**config.mk**
```make
export PLATFORM = sky130hd
export DESIGN_NAME = caop_core
export DESIGN_NICKNAME = d
export VERILOG_FILES = /design/src/core/caop_pkg.sv /design/src/core/caop_alu_if.sv /design/src/core/caop_alu.sv /design/src/core/caop_core.sv
export SDC_FILE = /design/constraint.sdc
export NUM_CORES = 1
export LEC_CHECK = 0
export BUFFER_PORTS_ARGS = -buffer_cell sky130_fd_sc_hd__buf_2
export CORE_ASPECT_RATIO = 0.5
export CORE_MARGIN = 2
export CORE_UTILIZATION = 43
export DETAILED_ROUTE_END_ITERATION = 8
export PLACE_DENSITY = 0.73
export SETUP_SLACK_MARGIN = 0.1
export SLEW_MARGIN = 40
export SYNTH_ARGS = -nofsm -noshare
export SYNTH_HDL_FRONTEND = slang
export SYNTH_SLANG_ARGS = --single-unit
export TNS_END_PERCENT = 100
```
**constraint.sdc**
```tcl
create_clock -name clock -period 3.06 [get_ports clock]
set_input_delay 0.306 -clock clock [delete_from_list [all_inputs] [get_ports clock]]
set_output_delay 0.306 -clock clock [all_outputs]
set_load 0.03 [all_outputs]
```
**src/core/caop_pkg.sv**
```systemverilog
// Summary of operation
// - carry invert opcode flips carry flag
// - zero destination, flags untouched, four cycles
// - indirect clear zeroes the pointed register
// - ones invert replaces destination with inverse
// - invert sets zero, sign; clears overflow
// - compare subtracts only for flags
// - compare carry borrow, zero, sign, overflow
// - equal branch adds offset, pointer increments
// - not-equal branch on difference, flags kept
// - branch ops take eighteen or sixteen cycles
// - branch offset is a signed byte
// - adjust after add adds 00/06/60/66
// - adjust after subtract adds 00/fa/a0/9a
// - adjust sets carry, zero, sign flags
// - decrement subtracts one, sets zero sign overflow
package caop_pkg;
  // register byte addresses; flags index times four
  localparam logic [7:0]  FLAGS_IDX  = 8'hd5;
  localparam logic [11:0] A_FLAGS    = {2'b00, FLAGS_IDX, 2'b00};
  localparam logic [11:0] A_DST      = 12'h000;
  localparam logic [11:0] A_SRC      = 12'h004;
  localparam logic [11:0] A_PTR      = 12'h008;
  localparam logic [11:0] A_PC       = 12'h00c;
  localparam logic [11:0] A_OFFSET   = 12'h010;
  localparam logic [11:0] A_CMD      = 12'h014;
  localparam logic [11:0] A_STATUS   = 12'h018;
  localparam logic [11:0] A_DREG     = 12'h01c;
  localparam logic [11:0] A_RESULT   = 12'h020;
  // flag bit positions and reset values
  localparam int FC = 7;
  localparam int FZ = 6;
  localparam int FS = 5;
  localparam int FV = 4;
  localparam int FD = 3;
  localparam int FH = 2;
  localparam logic [7:0] FLAGS_RST = 8'h00;
  localparam int ST_ERR = 3;
  // opcodes
  localparam logic [7:0] OPC_CCF    = 8'hef;
  localparam logic [7:0] OPC_CLR    = 8'hb0;
  localparam logic [7:0] OPC_CLR_IR = 8'hb1;
  localparam logic [7:0] OPC_COM    = 8'h60;
  localparam logic [7:0] OPC_COM_IR = 8'h61;
  localparam logic [7:0] OPC_CP_RR  = 8'ha2;
  localparam logic [7:0] OPC_CP_RI  = 8'ha3;
  localparam logic [7:0] OPC_CP_FR  = 8'ha4;
  localparam logic [7:0] OPC_CP_FI  = 8'ha5;
  localparam logic [7:0] OPC_CP_IM  = 8'ha6;
  localparam logic [7:0] OPC_DA     = 8'h40;
  localparam logic [7:0] OPC_DA_IR  = 8'h41;
  // arbitrary defaults for encodings not fixed here
  localparam logic [7:0] DEF_OPC_CMP_INC_BRANCH_EQ_OP  = 8'hc2;
  localparam logic [7:0] DEF_OPC_CMP_INC_BRANCH_NE_OP = 8'hd2;
  localparam logic [7:0] DEF_OPC_DEC    = 8'h00;
  localparam logic [7:0] DEF_OPC_DEC_IR = 8'h01;
  // cycle counts
  localparam logic [4:0] CYC_SHORT    = 5'd4;
  localparam logic [4:0] CYC_CP_LONG  = 5'd6;
  localparam logic [4:0] CYC_BR_TAKEN = 5'd18;
  localparam logic [4:0] CYC_BR_NOT   = 5'd16;
  localparam logic [4:0] CYC_OTHER    = 5'd4;
  // bcd constants
  localparam logic [7:0] BCD_LO_ADD = 8'h06;
  localparam logic [7:0] BCD_HI_ADD = 8'h60;
  localparam logic [7:0] BCD_LO_SUB = 8'hfa;
  localparam logic [7:0] BCD_HI_SUB = 8'ha0;
  localparam logic [7:0] BCD_MAX    = 8'h99;
  localparam logic [3:0] BCD_DIGIT  = 4'h9;
  localparam logic [7:0] SIGN_MIN   = 8'h80;

  typedef enum logic [3:0] {
    OP_NONE, OP_CCF, OP_CLR, OP_COM, OP_CP,
    OP_CMP_INC_BRANCH_EQ_OP, OP_CMP_INC_BRANCH_NE_OP, OP_DA, OP_DEC
  } caop_op_e;

  typedef enum logic [1:0] {
    S_IDLE = 2'b00,
    S_EXEC = 2'b01,
    S_DONE = 2'b11
  } caop_state_e;
endpackage : caop_pkg

```
**src/core/caop_alu_if.sv**
```systemverilog
`timescale 1ns/1ns
`default_nettype none
interface caop_alu_if;
  import caop_pkg::*;
  caop_op_e   op;
  logic [7:0] a;
  logic [7:0] b;
  logic [7:0] fin;
  logic [7:0] res;
  logic [7:0] fout;
  logic       wr;
  modport core (output op, a, b, fin, input res, fout, wr);
  modport alu  (input op, a, b, fin, output res, fout, wr);
endinterface : caop_alu_if
`default_nettype wire

```
**src/core/caop_alu.sv**
```systemverilog
`timescale 1ns/1ns
`default_nettype none
module caop_alu
  import caop_pkg::*;
(
  // operands and results
  caop_alu_if.alu x
);
  logic [8:0] diff;
  logic [7:0] corr;
  logic       lo_fix;
  logic       hi_fix;

  // result and flag computation
  always_comb begin
    diff   = {1'b0, x.a} - {1'b0, x.b};
    lo_fix = 1'b0;
    hi_fix = 1'b0;
    corr   = 8'h00;
    x.res  = x.a;
    x.fout = x.fin;
    x.wr   = 1'b0;
    unique case (x.op)
      OP_CCF: x.fout[FC] = ~x.fin[FC];
      OP_CLR: begin
        x.res = 8'h00;
        x.wr  = 1'b1;
      end
      OP_COM: begin
        x.res      = ~x.a;
        x.wr       = 1'b1;
        x.fout[FZ] = (x.res == 8'h00);
        x.fout[FS] = x.res[7];
        x.fout[FV] = 1'b0;
      end
      OP_CP: begin
        x.fout[FC] = diff[8];
        x.fout[FZ] = (diff[7:0] == 8'h00);
        x.fout[FS] = diff[7];
        x.fout[FV] = (x.a[7] ^ x.b[7]) & (diff[7] ^ x.a[7]);
      end
      OP_DA: begin
        if (!x.fin[FD]) begin
          lo_fix = x.fin[FH] | (x.a[3:0] > BCD_DIGIT);
          hi_fix = x.fin[FC] | (x.a > BCD_MAX);
          corr   = (lo_fix ? BCD_LO_ADD : 8'h00) +
                   (hi_fix ? BCD_HI_ADD : 8'h00);
        end else begin
          lo_fix = x.fin[FH];
          hi_fix = x.fin[FC];
          corr   = (lo_fix ? BCD_LO_SUB : 8'h00) +
                   (hi_fix ? BCD_HI_SUB : 8'h00);
        end
        x.res      = x.a + corr;
        x.wr       = 1'b1;
        x.fout[FC] = hi_fix;
        x.fout[FZ] = (x.res == 8'h00);
        x.fout[FS] = x.res[7];
      end
      OP_DEC: begin
        x.res      = x.a - 8'h01;
        x.wr       = 1'b1;
        x.fout[FZ] = (x.res == 8'h00);
        x.fout[FS] = x.res[7];
        x.fout[FV] = (x.a == SIGN_MIN);
      end
      default: x.res = x.a; // branch ops and idle leave flags
    endcase
  end
endmodule : caop_alu
`default_nettype wire

```
**src/core/caop_core.sv**
```systemverilog
`timescale 1ns/1ns
`default_nettype none
module caop_core
  import caop_pkg::*;
#(
  parameter logic [7:0] OPC_CMP_INC_BRANCH_EQ_OP  = DEF_OPC_CMP_INC_BRANCH_EQ_OP,
  parameter logic [7:0] OPC_CMP_INC_BRANCH_NE_OP = DEF_OPC_CMP_INC_BRANCH_NE_OP,
  parameter logic [7:0] OPC_DEC    = DEF_OPC_DEC,
  parameter logic [7:0] OPC_DEC_IR = DEF_OPC_DEC_IR,
  parameter logic [4:0] CYC_MISC   = CYC_OTHER
) (
  // clock and reset
  input  wire logic        clock,
  input  wire logic        rst_n,
  // apb slave
  input  wire logic        psel,
  input  wire logic        penable,
  input  wire logic        pwrite,
  input  wire logic [11:0] paddr,
  input  wire logic [31:0] pwdata,
  output var  logic [31:0] prdata,
  output var  logic        pready,
  output var  logic        pslverr
);
  caop_alu_if  x ();
  caop_state_e state_q;
  caop_op_e    op_q;
  logic [7:0]  a_q;
  logic [7:0]  b_q;
  logic [7:0]  ptr_q;
  logic [15:0] pc_q;
  logic [7:0]  off_q;
  logic [15:0] dreg_q;
  logic [7:0]  flags_q;
  logic [7:0]  res_q;
  logic [7:0]  waddr_q;
  logic        wen_q;
  logic        ind_q;
  logic        taken_q;
  logic        err_q;
  logic [4:0]  cnt_q;
  logic [4:0]  cyc_q;
  logic [4:0]  el_q;
  logic [31:0] rdata_d;
  logic        acc;
  logic        wr_fire;
  logic        go;
  logic        bad_cmd;
  caop_op_e    cmd_op;

  // opcode to operation class
  function automatic caop_op_e dec_op(input logic [7:0] o);
    caop_op_e r;
    r = OP_NONE;
    if (o == OPC_CCF) r = OP_CCF;
    if (o == OPC_CLR || o == OPC_CLR_IR) r = OP_CLR;
    if (o == OPC_COM || o == OPC_COM_IR) r = OP_COM;
    if (o >= OPC_CP_RR && o <= OPC_CP_IM) r = OP_CP;
    if (o == OPC_CMP_INC_BRANCH_EQ_OP) r = OP_CMP_INC_BRANCH_EQ_OP;
    if (o == OPC_CMP_INC_BRANCH_NE_OP) r = OP_CMP_INC_BRANCH_NE_OP;
    if (o == OPC_DA || o == OPC_DA_IR) r = OP_DA;
    if (o == OPC_DEC || o == OPC_DEC_IR) r = OP_DEC;
    return r;
  endfunction : dec_op

  // indirect forms write through the named register
  function automatic logic is_ind(input logic [7:0] o);
    return o == OPC_CLR_IR || o == OPC_COM_IR ||
           o == OPC_DA_IR || o == OPC_DEC_IR;
  endfunction : is_ind

  // execution length in clock cycles
  function automatic logic [4:0] cycles(input logic [7:0] o,
                                        input logic       eq);
    caop_op_e k;
    k = dec_op(o);
    if (k == OP_CMP_INC_BRANCH_EQ_OP) return eq ? CYC_BR_TAKEN : CYC_BR_NOT;
    if (k == OP_CMP_INC_BRANCH_NE_OP) return eq ? CYC_BR_NOT : CYC_BR_TAKEN;
    if (k == OP_CP && o != OPC_CP_RR) return CYC_CP_LONG;
    if (k == OP_DA || k == OP_DEC) return CYC_MISC;
    return CYC_SHORT;
  endfunction : cycles

  // mapped register addresses
  function automatic logic reg_hit(input logic [11:0] ad);
    return ad == A_DST || ad == A_SRC || ad == A_PTR ||
           ad == A_PC || ad == A_OFFSET || ad == A_CMD ||
           ad == A_STATUS || ad == A_DREG || ad == A_RESULT ||
           ad == A_FLAGS;
  endfunction : reg_hit

  // alu hookup
  assign x.op  = (state_q == S_DONE) ? op_q : OP_NONE;
  assign x.a   = a_q;
  assign x.b   = b_q;
  assign x.fin = flags_q;

  caop_alu u_alu (
    .x (x.alu)
  );

  // bus strobes; one wait state per transfer
  assign acc     = psel & penable;
  assign wr_fire = acc & pready & pwrite;
  assign cmd_op  = dec_op(pwdata[7:0]);
  assign go      = wr_fire & (paddr == A_CMD) & (state_q == S_IDLE) &
                   (cmd_op != OP_NONE);
  assign bad_cmd = wr_fire & (paddr == A_CMD) & ~go;

  // apb handshake and read capture
  always_ff @(posedge clock) begin
    if (!rst_n) begin
      pready  <= 1'b0;
      prdata  <= 32'h0000_0000;
      pslverr <= 1'b0;
    end else begin
      pready  <= acc & ~pready;
      pslverr <= acc & ~pready & ~reg_hit(paddr);
      if (acc & ~pready & ~pwrite) prdata <= rdata_d;
    end
  end

  // read mux
  always_comb begin
    rdata_d = 32'h0000_0000;
    unique case (paddr)
      A_DST:    rdata_d[7:0]  = a_q;
      A_SRC:    rdata_d[7:0]  = b_q;
      A_PTR:    rdata_d[7:0]  = ptr_q;
      A_PC:     rdata_d[15:0] = pc_q;
      A_OFFSET: rdata_d[7:0]  = off_q;
      A_CMD:    rdata_d[3:0]  = op_q;
      A_STATUS: rdata_d[3:0]  = {err_q, taken_q, wen_q,
                                 state_q != S_IDLE};
      A_DREG:   rdata_d[15:0] = dreg_q;
      A_RESULT: rdata_d[15:0] = {waddr_q, res_q};
      A_FLAGS:  rdata_d[7:0]  = flags_q;
      default:  rdata_d = 32'h0000_0000;
    endcase
  end

  // operand registers, written only while idle
  always_ff @(posedge clock) begin
    if (!rst_n) begin
      a_q    <= 8'h00;
      b_q    <= 8'h00;
      off_q  <= 8'h00;
      dreg_q <= 16'h0000;
    end else if (wr_fire && state_q == S_IDLE) begin
      if (paddr == A_DST) a_q <= pwdata[7:0];
      if (paddr == A_SRC) b_q <= pwdata[7:0];
      if (paddr == A_OFFSET) off_q <= pwdata[7:0];
      if (paddr == A_DREG) dreg_q <= pwdata[15:0];
    end
  end

  // sequencer: load count, run, write back
  always_ff @(posedge clock) begin
    if (!rst_n) begin
      state_q <= S_IDLE;
      op_q    <= OP_NONE;
      ind_q   <= 1'b0;
      cnt_q   <= 5'd0;
      cyc_q   <= 5'd0;
      el_q    <= 5'd0;
    end else begin
      unique case (state_q)
        S_IDLE: if (go) begin
          state_q <= S_EXEC;
          op_q    <= cmd_op;
          ind_q   <= is_ind(pwdata[7:0]);
          cyc_q   <= cycles(pwdata[7:0], a_q == b_q);
          cnt_q   <= cycles(pwdata[7:0], a_q == b_q) - 5'd2;
          el_q    <= 5'd1;
        end
        S_EXEC: begin
          el_q <= el_q + 5'd1;
          if (cnt_q == 5'd0) state_q <= S_DONE;
          else cnt_q <= cnt_q - 5'd1;
        end
        S_DONE: state_q <= S_IDLE;
        default: state_q <= S_IDLE;
      endcase
    end
  end

  // flag register; completion wins over a software write
  always_ff @(posedge clock) begin
    if (!rst_n) flags_q <= FLAGS_RST;
    else if (state_q == S_DONE) flags_q <= x.fout;
    else if (wr_fire && paddr == A_FLAGS && state_q == S_IDLE)
      flags_q <= pwdata[7:0];
  end

  // result and target address
  always_ff @(posedge clock) begin
    if (!rst_n) begin
      res_q   <= 8'h00;
      waddr_q <= 8'h00;
      wen_q   <= 1'b0;
    end else if (state_q == S_DONE) begin
      res_q   <= x.res;
      wen_q   <= x.wr;
      waddr_q <= ind_q ? dreg_q[15:8] : dreg_q[7:0];
    end
  end

  // pointer and program counter for compare-branch
  always_ff @(posedge clock) begin
    if (!rst_n) begin
      ptr_q   <= 8'h00;
      pc_q    <= 16'h0000;
      taken_q <= 1'b0;
    end else if (state_q == S_DONE &&
                 (op_q == OP_CMP_INC_BRANCH_EQ_OP || op_q == OP_CMP_INC_BRANCH_NE_OP)) begin
      ptr_q   <= ptr_q + 8'h01;
      taken_q <= (op_q == OP_CMP_INC_BRANCH_EQ_OP) == (a_q == b_q);
      if ((op_q == OP_CMP_INC_BRANCH_EQ_OP) == (a_q == b_q))
        pc_q <= pc_q + {{8{off_q[7]}}, off_q};
    end else if (state_q == S_DONE) begin
      taken_q <= 1'b0;
    end else if (wr_fire && state_q == S_IDLE) begin
      if (paddr == A_PTR) ptr_q <= pwdata[7:0];
      if (paddr == A_PC) pc_q <= pwdata[15:0];
    end
  end

  // sticky refused-command flag; set wins over clear
  always_ff @(posedge clock) begin
    if (!rst_n) err_q <= 1'b0;
    else if (bad_cmd) err_q <= 1'b1;
    else if (wr_fire && paddr == A_STATUS && pwdata[ST_ERR])
      err_q <= 1'b0;
  end
endmodule : caop_core
`default_nettype wire

```
==> results of run 1 <==
metal layers:
layer | wire (um) | vias up
li1 | - | 3919
met1 | 12100 | 4074
met2 | 12000 | 472
met3 | 2580 | 81
met4 | 823 | 0
met5 | 0 | -
logic make-up after synthesis:
group | share of synthesized area
mux | 0.0497
buf+inv | 0.0641
simple gates | 0.232
xor+xnor | 0.0303
flops | 0.299
other cells | 0.000463
fa+ha+maj | 0.0651
compound gates | 0.259
path summary, 6_finish.rpt:
check | cells after the start | slack, ns | from | end
max | 12 | 0.20 | a_q[0] | cnt_q[3]
min reg2reg | 2 | 0.46 | taken_q | taken_q
max reg2reg | 12 | 0.20 | a_q[0] | cnt_q[3]
min | 3 | 0.14 | pwdata[12] | dreg_q[12]
cell type report:
cell class | count | area (um2)
fillers | 1776 | 8980
well taps | 259 | 324
flip-flops and latches | 121 | 2430
repair buffers | 100 | 638
multi-input cells | 834 | 5340
clock buffers | 17 | 425
clock inverters | 15 | 175
inverters | 31 | 121
power by group through the flow:
stage	combinational, mW	clock [mW]	sequential, mW
floorplan	0.133	0	1.61
global placement	0.196	0	1.61
detailed placement	0.197	0	1.61
CTS	0.198	2.06	1.58
global route	0.213	2.14	1.57
finish	0.203	2.06	1.58
worst max-delay path: stages, from the launching register on:
cell and delay (ns):
dfxtp_4 0.39, inv_4 0.05, buf_4 0.15, ha_1 0.27, nand2_1 0.07, or4_4 0.56, o32ai_1 0.29, a32oi_1 0.12
ha_1 0.27, a21oi_1 0.20, o21ai_0 0.12, nand3_1 0.12, o311ai_0 0.12
state kept, by name, summed over array words and instances (netlist names), 2 cells and up:
| name | flops |
|---|---|
| waddr_q | 8 |
| off_q | 8 |
| res_q | 8 |
| dreg_q | 16 |
| ptr_q | 8 |
| cnt_q | 5 |
| prdata | 16 |
| flags_q | 8 |
| a_q | 8 |
| pc_q | 16 |
| state_q | 2 |
| op_q | 4 |
| b_q | 8 |
repair_timing:
action,4_1_cts,5_1_grt
setup buffers,0,5
pin swaps,0,12
resized for setup,2,27
endpoints found under the hold margin,0,0
endpoints found under the setup margin,3,6
synthesized netlist by cell type, drive strengths merged (11+ instances only):
cell,n
nand2,142
dfxtp,121
nor2,117
a21oi,94
o21ai,61
clkbuf,48
ha,39
buf,32
inv,31
mux2i,29
nor3,28
nand3,25
a211oi,22
xnor2,18
nor2b,13
a22o,12
nand4,12
a222oi,11
a2bb2oi,11
metrics by stage:
stage	hold WS, ns	area [um2]
2_1_floorplan	0.432	8170
3_3_place_gp	0.442	8690
3_5_place_dp	0.454	8690
4_1_cts	0.136	9300
5_1_grt	0.137	9450
6_report	0.138	9450
==> flow_summary.json, run 1 <==
{
  "grt_max_degree": 42,
  "top_usage_layer": "met2",
  "fp.dieH_um": 101,
  "cts_buffers": 17,
  "timing_hold_violations_final": 0,
  "drcViolationCount": 0,
  "cts_max_level": 4,
  "io_buffers": 50,
  "clk_latency_ns": 0.42,
  "synth.distinct_cells": 80,
  "critPathKind": "flop to flop",
  "tightest_slew_ns": 0.735,
  "ios": 83,
  "fin_cells": 1377,
  "avgViaCountPerCell": 6.21,
  "cts_sinks": 121,
  "finalPower_mw": 3.83,
  "p_sw_mw": 1.05,
  "clock_path_buffers": 2,
  "slew_violations": 0,
  "synthArstFlopShare": 0,
  "arrival_ns": 3.14,
  "fmax_mhz": 350,
  "fin_nets": 1195,
  "setup_viol": 0,
  "synth-edff-count": 0,
  "synth_area_leader_cell": "dfxtp_1",
  "p_comb_frac": 0.053,
  "synth_seq_cells": 121,
  "synth_area_per_cell_um2": 7.71,
  "place_inst": 1340,
  "powerDensity_mw_per_mm2": 406,
  "first_iter_violations": 895,
  "switching_share": 0.273,
  "min_path_type": "primary input to flop",
  "status": "finished, final reports clean",
  "die-area_mm2": 0.0200,
  "ir_drop_mv": 0.313,
  "drive_gt1_frac": 0.163,
  "ys_top_cells_by_area": "dfxtp_1 30%, nand2_1 6.5%, ha_1 6.0%",
  "routed_wl_um": 27500,
  "slew_headroom": 0.503,
  "synth_cells": 1051,
  "finalCritPeriodShare": 0.933,
  "syn_area_mm2": 0.00811,
  "critPathMaxFanout": 4,
  "synth_top_area_share": 0.299,
  "p_leak_nw": 3.51,
  "cts-root-buf": "clkbuf_16",
  "die_x_um": 198,
  "grt_overflow": 0,
  "placeableCoreArea_mm2": 0.0184,
  "rows": 35,
  "clk_pin_slew_ns": 0.07,
  "finalWeightedCongestion": 1.08,
  "start_util": 0.440,
  "vias": 8546,
  "dp_slack_ns": 0.0123,
  "yosysSeqAreaShare": 0.299,
  "wire_per_inst_um": 20.0,
  "grt_pass1_vias": 8102,
  "pwr-share-seq": 0.411,
  "fin_util": 0.513,
  "worstPathRequired_ns": 3.34,
  "grt_use_total": 0.281,
  "synth-warning-count": 0,
  "setup_slack_ns": 0.205,
  "drv_cap": 0,
  "drtAntennaViolNets": 0,
  "skew_ns": 0.0124,
  "p_int_mw": 2.79,
  "grt_use_met1": 0.379,
  "p_clk_frac": 0.536,
  "ys.flop_type": "dfxtp_1",
  "final_cell_mix": "141 x nand2_1, 118 x dfxtp_1, 114 x nor2_1",
  "antennaDiodeCount": 0,
  "final_common_cell": "nand2_1",
  "cts_tree": "built",
  "cts_hold_buf": 0,
  "drtPass1Iterations": 7,
  "antenna_found_initial": 0,
  "critPathCaptureType": "flop",
  "use_met2": 0.444,
  "grt_pass1_wl_um": 43800,
  "worstSetupStartpointType": "flop",
  "dp_hpwl_um": 19700,
  "syn_to_final_growth_pct": 16.6,
  "rsz0062_at_grt": "false",
  "use_met3": 0.0482,
  "final.setup.tns_ns": 0,
  "fin_crit_ns": 2.86
}
No activity file was read; power rests on OpenSTA's default activity.
==> run 2: changes to the inputs <==
- CORE_UTILIZATION: 43 -> 50
- PLACE_DENSITY: 0.73 -> 0.81
- SETUP_SLACK_MARGIN: 0.1 -> unset
==> run 2 against run 1 <==
Effect of this change:
- clock skew fell by 0.0049 ns
- cell count decreased by 4.4%
- fmax is 1.9% lower
- register-to-register slack got worse by 0.06 ns
- sequential power is essentially flat
- core utilization up 8.0 points
- wire length down 3.6%
- sequential cell count did not move
- die area down 14%
==> flow_summary.json, run 2 (same netlist as run 1, synthesis figures left out) <==
{
  "fp.dieH_um": 94.0,
  "dp_slack_ns": -0.0230,
  "setup_slack_ns": 0.149,
  "max_stage_delay_ns": 0.61,
  "clock_path_buffers": 2,
  "rows": 32,
  "grt_pass1_wl_um": 41400,
  "cts_sinks": 121,
  "clk_pin_slew_ns": 0.06,
  "antenna_found_initial": 0,
  "cts_tree": "built",
  "clk_latency_ns": 0.43,
  "drive_gt1_frac": 0.151,
  "post-cts-setup-buffer-count": 0,
  "critPathMaxFanout": 13,
  "crit_family": "compound AO/OA/AOI/OAI gates",
  "cpMaxStageDelayCell": "dfxtp_1",
  "crit_chain": "ha_1 > nand2_1 > or4_4 > xor2_1 > a22o_1 > buf_4 > o221ai_1 > a311oi_1",
  "die-area_mm2": 0.0173,
  "place_inst": 1285,
  "worstSetupStartpointType": "flop",
  "drtAntennaViolNets": 0,
  "placeableCoreArea_mm2": 0.0156,
  "fin_cells": 1317,
  "arrival_ns": 3.25,
  "grt_max_degree": 62,
  "io_buffers": 50,
  "final.setup.tns_ns": 0,
  "cts-root-buf": "clkbuf_16",
  "critPathCaptureType": "flop",
  "fin_crit_ns": 2.91,
  "first_iter_violations": 972,
  "reg.largest.list": "dreg_q x16, pc_q x16, prdata x16",
  "critPathKind": "flop to flop",
  "grt_use_total": 0.310,
  "antennaDiodeCount": 0,
  "drcViolationCount": 0,
  "routed_wl_um": 26500,
  "avgViaCountPerCell": 6.49,
  "wire_per_inst_um": 20.2,
  "cp_num_buf_inv": 1,
  "grt_pass1_vias": 7761,
  "worstPathRequired_ns": 3.40,
  "setup_viol": 0,
  "cts_max_level": 4,
  "powerDensity_mw_per_mm2": 406,
  "final_common_cell": "nand2_1",
  "timing_hold_violations_final": 0,
  "die_x_um": 184,
  "p_leak_nw": 3.47,
  "start_util": 0.519,
  "ios": 83,
  "cts_buffers": 17,
  "slew_violations": 0,
  "fin_nets": 1190,
  "drtPass1Iterations": 6,
  "syn_to_final_growth_pct": 14.1,
  "vias": 8549,
  "grt_overflow": 0,
  "min_path_type": "primary input to flop",
  "status": "finished, final reports clean",
  "final_cell_mix": "141 x nand2_1, 120 x dfxtp_1, 115 x nor2_1",
  "cts_hold_buf": 0,
  "finalCritPeriodShare": 0.951,
  "drv_cap": 0,
  "ir_drop_mv": 0.242,
  "tightest_slew_ns": 0.732,
  "fmax_mhz": 344,
  "slew_headroom": 0.511,
  "fin_util": 0.593,
  "finalWeightedCongestion": 1.04,
  "skew_ns": 0.00752,
  "dp_hpwl_um": 19200
}
-- run 2: cell count changes in the layout (fill, tap and decap cells not counted), sizes merged --
cell    change
buf         -5
inv         +2
clkinv      -1
bufinv      -1
-- run 2: worst register-to-register path: cells and delay by family (launching register included) --
family	cells	cell delay, ns
AND/OR/NAND/NOR	2	0.62
buffers and inverters	1	0.20
XOR/XNOR	1	0.46
adder cells (fa/ha/maj)	1	0.28
flip-flops	1	0.61
AO/OA/AOI/OAI	3	0.67
-- run 2: area by class of cell --
type                       instances  area [um2]
multi-input combinational        834        5280
sequential                       121        2420
clock inverter                    15         154
fill                            1360        6360
inverter                          31         116
tap                              204         255
timing repair buffer              95         601
clock buffer                      17         425
-- run 2: path summary, 6_finish.rpt --
check / from / endpoint / slack (ns) / cells after the start
worst max-delay path: a_q[6] / pc_q[15] / 0.15 / 8
worst min-delay path: pwdata[10] / dreg_q[10] / 0.13 / 3
worst max register to register: a_q[6] / pc_q[15] / 0.15 / 8
worst min register to register: taken_q / taken_q / 0.46 / 2
-- run 2: power by group --
| part | internal (mW) | switching (mW) |
|---|---|---|
| clock network | 1.09 | 0.889 |
| logic | 0.0457 | 0.155 |
| registers | 1.58 | 0.000827 |
| total | 2.71 | 1.05 |
-- run 2: through the flow --
step / area (um2) / hold WS, ns / power [mW]
after CTS: 9200 / 0.120 / 3.74
final: 9250 / 0.125 / 3.75
after floorplan: 8170 / 0.432 / 1.75
after detailed placement: 8620 / 0.448 / 1.80
after global placement: 8620 / 0.444 / 1.80
after global routing: 9250 / 0.122 / 3.84
-- run 2: layer usage --
metal	vias to the layer above	global-route usage	share of wire
li1	3928	-	-
met1	4022	0.421	0.42
met2	526	0.496	0.44
met3	73	0.0543	0.11
met4	0	0.117	0.031
met5	-	0	0
-- run 2: what timing repair did --
| item | in CTS | in global routing |
|---|---|---|
| endpoints found under the setup margin | 1 | 4 |
| pin swaps | 0 | 5 |
| gates resized for setup | 1 | 13 |
